### src/common/psw_pkg.sv
`default_nettype none
package psw_pkg;

	// Data path and field widths.
	localparam int unsigned DATA_W     = 8;
	localparam int unsigned NIBBLE_W   = 4;
	localparam int unsigned BANK_W     = 2;
	localparam int unsigned REG_IDX_W  = 3;
	localparam int unsigned BIT_SEL_W  = 3;
	localparam int unsigned RAM_ADDR_W = 8;
	localparam int unsigned PROD_W     = 16;

	// Location of the status word in special function space.
	localparam logic [7:0] PSW_SFR_ADDR = 8'hd0;
	localparam logic [7:0] PSW_RESET    = 8'h00;

	// Bit positions inside the status word.
	localparam int unsigned CARRY_POS  = 7;
	localparam int unsigned HALF_POS   = 6;
	localparam int unsigned UFLAG0_POS = 5;
	localparam int unsigned BANK_HI    = 4;
	localparam int unsigned BANK_LO    = 3;
	localparam int unsigned OVFL_POS   = 2;
	localparam int unsigned UFLAG1_POS = 1;
	localparam int unsigned PARITY_POS = 0;

	// Sign bit of an operand and the largest product that fits a byte.
	localparam int unsigned SIGN_POS    = 7;
	localparam logic [15:0] PRODUCT_MAX = 16'h00ff;

	// Arithmetic operation classes reported by the execution unit.
	typedef enum logic [2:0] {
		ARITH_ADD,
		ARITH_ADD_WITH_CARRY_INSTRUCTION,
		ARITH_SUBTRACT_WITH_BORROW_INSTRUCTION,
		ARITH_MUL,
		ARITH_DIV,
		ARITH_OTHER
	} arith_op_t;

endpackage
`default_nettype wire

### src/rtl/program_status_flags.sv
`timescale 1ns/1ps
`default_nettype none
module program_status_flags (
	input  wire logic                             clk,
	input  wire logic                             arst_n,
	input  wire logic                             ce,
	input  wire logic [7:0]                       sfrAddr,
	input  wire logic                             sfrWrEn,
	input  wire logic [psw_pkg::DATA_W-1:0]       sfrWrData,
	input  wire logic                             sfrRdEn,
	output logic      [psw_pkg::DATA_W-1:0]       sfrRdData,
	output logic                                  sfrRdHit,
	input  wire logic [7:0]                       bitAddr,
	input  wire logic                             bitWrEn,
	input  wire logic                             bitWrData,
	input  wire logic                             bitRdEn,
	output logic                                  bitRdData,
	output logic                                  bitRdHit,
	input  wire logic                             aluUpdate,
	input  wire psw_pkg::arith_op_t               aluOp,
	input  wire logic [psw_pkg::DATA_W-1:0]       aluOperandA,
	input  wire logic [psw_pkg::DATA_W-1:0]       aluOperandB,
	input  wire logic [psw_pkg::DATA_W-1:0]       accValue,
	input  wire logic [psw_pkg::REG_IDX_W-1:0]    regIndex,
	output logic      [psw_pkg::RAM_ADDR_W-1:0]   bankRamAddr,
	output logic      [psw_pkg::DATA_W-1:0]       pswValue
);

	// Field registers of the status word.
	// Bit zero has no software-written storage; only the parity copy lives here.
	logic                           carry_r;
	logic                           halfCarry_r;
	logic                           userFlag0_r;
	logic [psw_pkg::BANK_W-1:0]     bank_r;
	logic                           overflow_r;
	logic                           userFlag1_r;
	logic                           parity_r;

	// Registered answers toward the core.
	logic [psw_pkg::DATA_W-1:0]     sfrRdData_r;
	logic                           sfrRdHit_r;
	logic                           bitRdData_r;
	logic                           bitRdHit_r;
	logic [psw_pkg::RAM_ADDR_W-1:0] bankRamAddr_r;

	// Decode results.
	// These are combinational views of the requests in the current cycle.
	logic                           byteSel;
	logic                           bitSel;
	logic [psw_pkg::BIT_SEL_W-1:0]  bitPos;
	logic                           byteWr;
	logic                           bitWr;
	logic [psw_pkg::DATA_W-1:0]     pswNow;
	logic                           parityNow;
	logic [psw_pkg::RAM_ADDR_W-1:0] bankAddrMapped;

	// Arithmetic flag computation.
	// Only the carry, half-carry and overflow fields depend on these terms.
	logic                           carryIn;
	logic [psw_pkg::DATA_W:0]       sumFull;
	logic [psw_pkg::NIBBLE_W:0]     sumLow;
	logic [psw_pkg::DATA_W:0]       diffFull;
	logic [psw_pkg::NIBBLE_W:0]     diffLow;
	logic [psw_pkg::PROD_W-1:0]     product;
	logic                           carry_nxt;
	logic                           halfCarry_nxt;
	logic                           overflow_nxt;
	logic                           aluTouchCarry;
	logic                           aluTouchOvfl;

	// Odd parity of the accumulator, evaluated continuously.
	// Reads take this live value, so software never sees a stale parity bit.
	parity_tree #(
		.WIDTH (psw_pkg::DATA_W)
	) accParity (
		.data  (accValue),
		.odd   (parityNow)
	);

	// Working register operand mapped onto the selected bank.
	// A bank change reaches the operand address one cycle after the write.
	bank_address_map bankMap (
		.bank     (bank_r),
		.regIndex (regIndex),
		.ramAddr  (bankAddrMapped)
	);

	// The byte answers at one address only; all eight address bits are compared.
	assign byteSel = (sfrAddr == psw_pkg::PSW_SFR_ADDR);

	// Bit addresses of this byte share its upper five address bits.
	assign bitSel = (bitAddr[7:psw_pkg::BIT_SEL_W] == psw_pkg::PSW_SFR_ADDR[7:psw_pkg::BIT_SEL_W]);
	assign bitPos = bitAddr[psw_pkg::BIT_SEL_W-1:0];

	// Write strobes for this word; a byte write masks a bit write in the same cycle,
	// so the two software paths never fight over one field.
	assign byteWr = sfrWrEn && byteSel;
	assign bitWr  = bitWrEn && bitSel && !byteWr;

	// Current contents as seen by a read, parity always fresh.
	// Starting from the reset word keeps every bit assigned on every path.
	always_comb begin
		pswNow = psw_pkg::PSW_RESET;
		pswNow[psw_pkg::CARRY_POS] = carry_r;
		pswNow[psw_pkg::HALF_POS] = halfCarry_r;
		pswNow[psw_pkg::UFLAG0_POS] = userFlag0_r;
		pswNow[psw_pkg::BANK_HI:psw_pkg::BANK_LO] = bank_r;
		pswNow[psw_pkg::OVFL_POS] = overflow_r;
		pswNow[psw_pkg::UFLAG1_POS] = userFlag1_r;
		pswNow[psw_pkg::PARITY_POS] = parityNow;
	end

	// Sums, differences and product for the flag results.
	// One extra bit on each sum holds the carry or borrow out of its top bit.
	// The stored carry feeds add-with-carry and subtract-with-borrow alike.
	always_comb begin
		carryIn  = ((aluOp == psw_pkg::ARITH_ADD_WITH_CARRY_INSTRUCTION) || (aluOp == psw_pkg::ARITH_SUBTRACT_WITH_BORROW_INSTRUCTION)) ? carry_r : 1'b0;
		sumFull  = {1'b0, aluOperandA} + {1'b0, aluOperandB} + {8'h00, carryIn};
		sumLow   = {1'b0, aluOperandA[psw_pkg::NIBBLE_W-1:0]}
			+ {1'b0, aluOperandB[psw_pkg::NIBBLE_W-1:0]} + {4'h0, carryIn};
		diffFull = {1'b0, aluOperandA} - {1'b0, aluOperandB} - {8'h00, carryIn};
		diffLow  = {1'b0, aluOperandA[psw_pkg::NIBBLE_W-1:0]}
			- {1'b0, aluOperandB[psw_pkg::NIBBLE_W-1:0]} - {4'h0, carryIn};
		product  = {8'h00, aluOperandA} * {8'h00, aluOperandB};
	end

	// Flag results per operation class.
	// Codes outside the named classes leave every flag alone, so a stray code
	// from the core cannot disturb the word.
	always_comb begin
		carry_nxt     = 1'b0;
		halfCarry_nxt = 1'b0;
		overflow_nxt  = 1'b0;
		aluTouchCarry = 1'b1;
		aluTouchOvfl  = 1'b1;
		case (aluOp)
			psw_pkg::ARITH_ADD,
			psw_pkg::ARITH_ADD_WITH_CARRY_INSTRUCTION: begin
				carry_nxt     = sumFull[psw_pkg::DATA_W];
				halfCarry_nxt = sumLow[psw_pkg::NIBBLE_W];
				overflow_nxt  = (aluOperandA[psw_pkg::SIGN_POS] == aluOperandB[psw_pkg::SIGN_POS])
					&& (sumFull[psw_pkg::SIGN_POS] != aluOperandA[psw_pkg::SIGN_POS]);
			end
			psw_pkg::ARITH_SUBTRACT_WITH_BORROW_INSTRUCTION: begin
				carry_nxt     = diffFull[psw_pkg::DATA_W];
				halfCarry_nxt = diffLow[psw_pkg::NIBBLE_W];
				overflow_nxt  = (aluOperandA[psw_pkg::SIGN_POS] != aluOperandB[psw_pkg::SIGN_POS])
					&& (diffFull[psw_pkg::SIGN_POS] != aluOperandA[psw_pkg::SIGN_POS]);
			end
			psw_pkg::ARITH_MUL: begin
				overflow_nxt = (product > psw_pkg::PRODUCT_MAX);
			end
			psw_pkg::ARITH_DIV: begin
				overflow_nxt = (aluOperandB == 8'h00);
			end
			psw_pkg::ARITH_OTHER: begin
				aluTouchOvfl = 1'b0; // Carry and half-carry cleared
			end
			default: begin
				aluTouchCarry = 1'b0;
				aluTouchOvfl  = 1'b0;
			end
		endcase
	end

	// Carry bit: arithmetic result wins over a same-cycle software write.
	// Giving the instruction priority keeps a hardware set from being lost
	// to a software clear that lands in the same cycle.
	always_ff @(posedge clk or negedge arst_n) begin
		if (!arst_n) begin
			carry_r <= psw_pkg::PSW_RESET[psw_pkg::CARRY_POS];
		end else if (ce) begin
			if (aluUpdate && aluTouchCarry) begin
				carry_r <= carry_nxt;
			end else if (byteWr) begin
				carry_r <= sfrWrData[psw_pkg::CARRY_POS];
			end else if (bitWr && (bitPos == psw_pkg::BIT_SEL_W'(psw_pkg::CARRY_POS))) begin
				carry_r <= bitWrData;
			end
		end
	end

	// Half-carry bit, same precedence as the carry.
	// The instruction result replaces it whenever it replaces the carry.
	always_ff @(posedge clk or negedge arst_n) begin
		if (!arst_n) begin
			halfCarry_r <= psw_pkg::PSW_RESET[psw_pkg::HALF_POS];
		end else if (ce) begin
			if (aluUpdate && aluTouchCarry) begin
				halfCarry_r <= halfCarry_nxt;
			end else if (byteWr) begin
				halfCarry_r <= sfrWrData[psw_pkg::HALF_POS];
			end else if (bitWr && (bitPos == psw_pkg::BIT_SEL_W'(psw_pkg::HALF_POS))) begin
				halfCarry_r <= bitWrData;
			end
		end
	end

	// Overflow bit, same precedence as the carry.
	// Operations outside the five flag-setting classes leave it untouched.
	always_ff @(posedge clk or negedge arst_n) begin
		if (!arst_n) begin
			overflow_r <= psw_pkg::PSW_RESET[psw_pkg::OVFL_POS];
		end else if (ce) begin
			if (aluUpdate && aluTouchOvfl) begin
				overflow_r <= overflow_nxt;
			end else if (byteWr) begin
				overflow_r <= sfrWrData[psw_pkg::OVFL_POS];
			end else if (bitWr && (bitPos == psw_pkg::BIT_SEL_W'(psw_pkg::OVFL_POS))) begin
				overflow_r <= bitWrData;
			end
		end
	end

	// User flags, never touched by instruction side effects.
	// A byte write sets both at once; a bit write sets one of them.
	always_ff @(posedge clk or negedge arst_n) begin
		if (!arst_n) begin
			userFlag0_r <= psw_pkg::PSW_RESET[psw_pkg::UFLAG0_POS];
			userFlag1_r <= psw_pkg::PSW_RESET[psw_pkg::UFLAG1_POS];
		end else if (ce) begin
			if (byteWr) begin
				userFlag0_r <= sfrWrData[psw_pkg::UFLAG0_POS];
				userFlag1_r <= sfrWrData[psw_pkg::UFLAG1_POS];
			end else if (bitWr && (bitPos == psw_pkg::BIT_SEL_W'(psw_pkg::UFLAG0_POS))) begin
				userFlag0_r <= bitWrData;
			end else if (bitWr && (bitPos == psw_pkg::BIT_SEL_W'(psw_pkg::UFLAG1_POS))) begin
				userFlag1_r <= bitWrData;
			end
		end
	end

	// Bank select field, written by byte or by either of its two bits.
	// A bit write changes one half of the field and keeps the other half.
	always_ff @(posedge clk or negedge arst_n) begin
		if (!arst_n) begin
			bank_r <= psw_pkg::PSW_RESET[psw_pkg::BANK_HI:psw_pkg::BANK_LO];
		end else if (ce) begin
			if (byteWr) begin
				bank_r <= sfrWrData[psw_pkg::BANK_HI:psw_pkg::BANK_LO];
			end else if (bitWr && (bitPos == psw_pkg::BIT_SEL_W'(psw_pkg::BANK_HI))) begin
				bank_r[1] <= bitWrData;
			end else if (bitWr && (bitPos == psw_pkg::BIT_SEL_W'(psw_pkg::BANK_LO))) begin
				bank_r[0] <= bitWrData;
			end
		end
	end

	// Parity copy refreshed each cycle; writes never reach it.
	// It feeds the status word output, which therefore trails the accumulator by one cycle.
	always_ff @(posedge clk or negedge arst_n) begin
		if (!arst_n) begin
			parity_r <= psw_pkg::PSW_RESET[psw_pkg::PARITY_POS];
		end else if (ce) begin
			parity_r <= parityNow;
		end
	end

	// Byte read answer, one cycle after the request; zero when not selected.
	// Returning zero when not selected lets the core combine all answers with an OR.
	always_ff @(posedge clk or negedge arst_n) begin
		if (!arst_n) begin
			sfrRdData_r <= psw_pkg::PSW_RESET;
			sfrRdHit_r  <= 1'b0;
		end else if (ce) begin
			sfrRdHit_r  <= sfrRdEn && byteSel;
			sfrRdData_r <= (sfrRdEn && byteSel) ? pswNow : 8'h00;
		end
	end

	// Single bit read answer, one cycle after the request.
	// The parity bit reads its live value here as well.
	always_ff @(posedge clk or negedge arst_n) begin
		if (!arst_n) begin
			bitRdData_r <= 1'b0;
			bitRdHit_r  <= 1'b0;
		end else if (ce) begin
			bitRdHit_r  <= bitRdEn && bitSel;
			bitRdData_r <= bitRdEn && bitSel && pswNow[bitPos];
		end
	end

	// Bank register address for the working register operand.
	// Registering the address gives the core a settled operand address each cycle.
	always_ff @(posedge clk or negedge arst_n) begin
		if (!arst_n) begin
			bankRamAddr_r <= '0;
		end else if (ce) begin
			bankRamAddr_r <= bankAddrMapped;
		end
	end

	// Output drive from the registers.
	// Every output comes straight from a flip-flop.
	assign sfrRdData   = sfrRdData_r;
	assign sfrRdHit    = sfrRdHit_r;
	assign bitRdData   = bitRdData_r;
	assign bitRdHit    = bitRdHit_r;
	assign bankRamAddr = bankRamAddr_r;
	assign pswValue    = {carry_r, halfCarry_r, userFlag0_r, bank_r, overflow_r, userFlag1_r, parity_r};

endmodule // program_status_flags
`default_nettype wire

### src/rtl/parity_tree.sv
`timescale 1ns/1ps
`default_nettype none
module parity_tree #(
	parameter int unsigned WIDTH = 8
) (
	input  wire logic [WIDTH-1:0] data,
	output logic                  odd
);

	// One when the number of set bits is odd.
	assign odd = ^data;

endmodule // parity_tree
`default_nettype wire

### src/rtl/bank_address_map.sv
`timescale 1ns/1ps
`default_nettype none
module bank_address_map (
	input  wire logic [psw_pkg::BANK_W-1:0]     bank,
	input  wire logic [psw_pkg::REG_IDX_W-1:0]  regIndex,
	output logic      [psw_pkg::RAM_ADDR_W-1:0] ramAddr
);

	localparam int unsigned PAD_W = psw_pkg::RAM_ADDR_W - psw_pkg::BANK_W - psw_pkg::REG_IDX_W;

	// Bank n covers eight bytes starting at eight times n.
	assign ramAddr = {{PAD_W{1'b0}}, bank, regIndex};

endmodule // bank_address_map
`default_nettype wire

### config.mk
export PLATFORM = sky130hd
export DESIGN_NAME = program_status_flags
export DESIGN_NICKNAME = d
export VERILOG_FILES = /design/src/common/psw_pkg.sv /design/src/rtl/program_status_flags.sv /design/src/rtl/parity_tree.sv /design/src/rtl/bank_address_map.sv
export SDC_FILE = /design/constraint.sdc
export NUM_CORES = 1
export LEC_CHECK = 0
export BUFFER_PORTS_ARGS = -buffer_cell sky130_fd_sc_hd__buf_2
export CAP_MARGIN = 20
export CORE_MARGIN = 1.5
export CORE_UTILIZATION = 51
export CTS_CLUSTER_SIZE = 28
export DETAILED_ROUTE_END_ITERATION = 10
export PLACE_DENSITY = 0.79
export SLEW_MARGIN = 40
export SYNTH_ARGS = -nofsm -noshare
export SYNTH_HDL_FRONTEND = slang
export SYNTH_SLANG_ARGS = --single-unit
### constraint.sdc
create_clock -name clk -period 2.3 [get_ports clk]
set_input_delay 0.23 -clock clk [delete_from_list [all_inputs] [get_ports clk]]
set_output_delay 0.23 -clock clk [all_outputs]
set_load 0.01 [all_outputs]
==> impl_metrics.py <==
metrics = {
    "sta": {
        "rsz0062_at_grt": "yes",
        "relSlewSlack_pct": 64.4,
        "finalCritPeriodShare_pct": 171,
        "max_freq_mhz": 254,
        "slew_violations": 0,
        "finClkSkew_ns": 0.00117,
        "finalCriticalPeriod_ns": 3.93,
        "tightest_slew_ns": 0.534,
        "setup_viol": 2,
        "timing.hold.ws_ns": 0.194,
        "setup_ws_ns": -1.63,
        "hold_viol_final": 0,
    },
    "logic_synthesis": {
        "synth_cells": 491,
        "ys_warn_count": 0,
        "async_flop_share_pct": 100,
        "synth.area.top_cells": "fa_1, ha_1, dfrtp_1",
        "synth_commonest_cells": "inv_1, ha_1, fa_1, and2_1, nand2_1",
        "synth_cell_types": 62,
        "synthFlopType": "dfrtp_1",
        "synth.top_cell.area_share_pct": 17.5,
        "postSynthAreaPerCell_um2": 8.39,
        "yosysMostFrequentCell": "inv_1",
        "yosysTopAreaCell": "fa_1",
        "synth_area_um2": 4120,
        "ys_seq_area_share_pct": 14.6,
        "synth_edf_count": 0,
        "ys_ff_latch": 24,
    },
    "global_routing": {
        "grt_util_all_layers_pct": 26.7,
        "grt_pass1_vias": 4160,
        "antenna_found_initial": 0,
        "grt-ovfl-total": 0,
        "grt_pass1_wl_um": 18600,
        "grt_max_degree": 25,
    },
    "pwr": {
        "swShare_pct": 43.9,
        "peakVddDrop_uv": 493,
        "combPwrFrac_pct": 77.9,
        "power_frac_clock_pct": 8.3,
        "p_leak_nw": 2.82,
        "power_density_nw_per_um2": 632,
        "intPower_mw": 1.93,
        "seqPwrFrac_pct": 13.8,
        "p_switching_mw": 1.51,
    },
    "worst_setup_path": {
        "path_buf_inv": 4,
        "critical_path.cell_chain": "buf_4 -> nand2_2 -> fa_1 -> fa_1 -> inv_1 -> fa_1 -> inv_1 -> fa_1 -> inv_2 -> ha_4 -> a21o_4 -> a221oi_4 -> a22oi_2 -> mux2i_1 -> a21oi_1 -> a41o_1 -> a31oi_1",
        "r2r_slack_ns": -0.18,
        "reg2reg_from": "carry_r$_DFFE_PN0P_",
        "critPathKind": "input pin to flip-flop",
        "crit_required_ns": 2.49,
        "critical_path.max_stage_delay_ns": 0.53,
        "cp_data_arrival_time_ns": 4.13,
        "rr_endpoint": "overflow_r$_DFFE_PN0P_",
        "cp_slowest_cell": "fa_1",
        "critical_path_peak_fanout": 6,
        "r2r_cells": 10,
        "critPathLaunchType": "input pin",
        "crit_path_frequent_cell": "fa_1",
        "cp_top_family": "adder cells",
        "cp-end-kind": "flip-flop",
    },
    "layout": {
        "drive_above_1_share_pct": 33.3,
        "nets": 800,
        "final_cells": 745,
        "final_area_um2": 5430,
        "fill_cells": 600,
        "antenna_cells": 0,
        "area_delta_synth_final_pct": 31.8,
        "largest_reg_flops": 8,
    },
    "route": {
        "firstDrtPassIters": 5,
        "wl_met2_um": 5950,
        "postRouteAntennaNets": 0,
        "highest_layer": "met4",
        "drt_wl_total_um": 11200,
        "drtIter0Drc": 176,
        "met1Wirelength_um": 4540,
        "vias": 4061,
        "post_drt_via_cell_ratio": 5.45,
        "post_drt_wl_per_cell_um": 15.1,
        "routed-wl-met3_um": 551,
        "drc": 0,
    },
    "min_path": {
        "min_from": "regIndex[0]",
        "min_to": "bankRamAddr[0]$_DFFE_PN0P_",
        "hold_class": "input pin to flip-flop",
        "holdPathStages": 2,
    },
    "clock_network": {
        "cts.sinks": 24,
        "insertion_delay_ns": 0.27,
        "cts-htree-levels": 1,
        "clk_pin_slew_ns": 0.08,
        "cts_inserted_buffers": 3,
        "cts_tree": "done",
        "clock_path_buffers": 2,
        "root_buffer": "clkbuf_8",
    },
    "placed_design": {
        "hpwl_um": 9420,
        "io_buffers": 85,
        "placed_cells": 737,
        "gp_congestion": 0.928,
        "place_area_um2": 5180,
    },
    "floorplan": {
        "row_count": 32,
        "core_um2": 7770,
        "ios": 90,
        "fp.dieH_um": 92.9,
        "dieArea_um2": 8630,
        "die_width_um": 92.9,
        "initial_utilization_pct": 53.1,
    },
    "run_status": {
        "violations": "setup timing",
        "status": "finished, violations left",
    },
    "run": {
        "cap_viol_max_count": 0,
    },
}
area by class of cell:
class                      count  area (µm²)  share of cell area, %
multi-input combinational    363        3280                   60.3
timing repair buffer         162        1030                   19.0
sequential                    24         601                   11.1
inverter                      90         338                   6.22
tap                          102         128                   2.35
clock buffer                   4        55.1                   1.01
stage by stage:
| stage | util [%] | TNS, ns | worst slack [ns] | power [mW] |
|---|---|---|---|---|
| 5_1_grt | 69.9 | -1.98 | -1.77 | 3.75 |
| 2_1_floorplan | - | -1.59 | -1.59 | 2.04 |
| 3_3_place_gp | 66.7 | -2.34 | -1.87 | 2.88 |
| 3_5_place_dp | 66.7 | -2.49 | -2.00 | 2.94 |
| 4_1_cts | 68.8 | -1.73 | -1.69 | 3.32 |
| 6_report | 69.9 | -1.71 | -1.63 | 3.44 |
metal layers:
metal  up-vias  global-route usage [%]
met1      1951                    33.1
met4         0                    6.69
met5         -                       0
li1       1947                       -
met3        20                    1.81
met2       143                    49.7
power groups by stage:
stage / clock, mW / combinational [mW] / sequential (mW)
floorplan: 0 / 1.55 / 0.487
detailed placement: 0 / 2.45 / 0.482
finish: 0.285 / 2.68 / 0.475
global route: 0.302 / 2.97 / 0.479
global placement: 0 / 2.40 / 0.480
CTS: 0.286 / 2.56 / 0.473
timing repair:
| item | in CTS | in global routing |
|---|---|---|
| pin swaps | 17 | 20 |
| gates resized for setup | 23 | 13 |
| buffers inserted | 1 | 2 |
| setup endpoints to repair | 2 | 2 |
| endpoints found under the hold margin | 24 | 0 |
| hold buffers | 1 | 0 |
layout by cell type (no fill, tap or decap), types with 19 or more instances in the layout:
cell     Yosys  layout
buf_2        0      77
nand2_1     31      29
buf_4       10      82
fa_1        36      33
ha_1        57      50
and2_1      34      30
a21oi_1     19      19
inv_1       90      85
nor2_1      29      29
dfrtp_1     24      24
o21ai_0     26      23
worst reg2reg max path: stages (launching register included):
cell     delay [ns]
dfrtp_1        0.37
nand3_2        0.09
ha_4           0.24
a21o_1         0.15
ha_1           0.28
nand2_1        0.08
a31oi_1        0.10
or3_1          0.37
or3_1          0.34
and4_1         0.20
a31oi_1        0.18
cells by family (layout without fill, tap and decap cells):
kind of cell	after synthesis	after routing	share of synthesized area, %
and+or+nand+nor	153	153	19.8
buffers and inverters	106	256	10.6
adders and majority gates	93	93	34.8
AOI/OAI and AO/OA	91	91	14.5
DFF	24	24	14.6
xor gates and xnor gates	13	13	2.76
muxes	10	10	2.94
other	1	3	0.0910
worst max path at each step:
stage / cells after the start / slack [ns] / endpoint / start
2_1_floorplan: 16 / -1.59 / overflow_r$_DFFE_PN0P_ / aluOperandA[7]
3_5_place_dp: 17 / -2.00 / overflow_r$_DFFE_PN0P_ / aluOperandA[2]
6_report: 17 / -1.63 / overflow_r$_DFFE_PN0P_ / aluOperandB[2]
4_1_cts: 16 / -1.69 / overflow_r$_DFFE_PN0P_ / aluOperandA[1]
5_1_grt: 17 / -1.77 / overflow_r$_DFFE_PN0P_ / aluOperandB[2]
3_3_place_gp: 17 / -1.87 / overflow_r$_DFFE_PN0P_ / aluOperandA[2]
No activity file was read; power rests on OpenSTA's default activity.
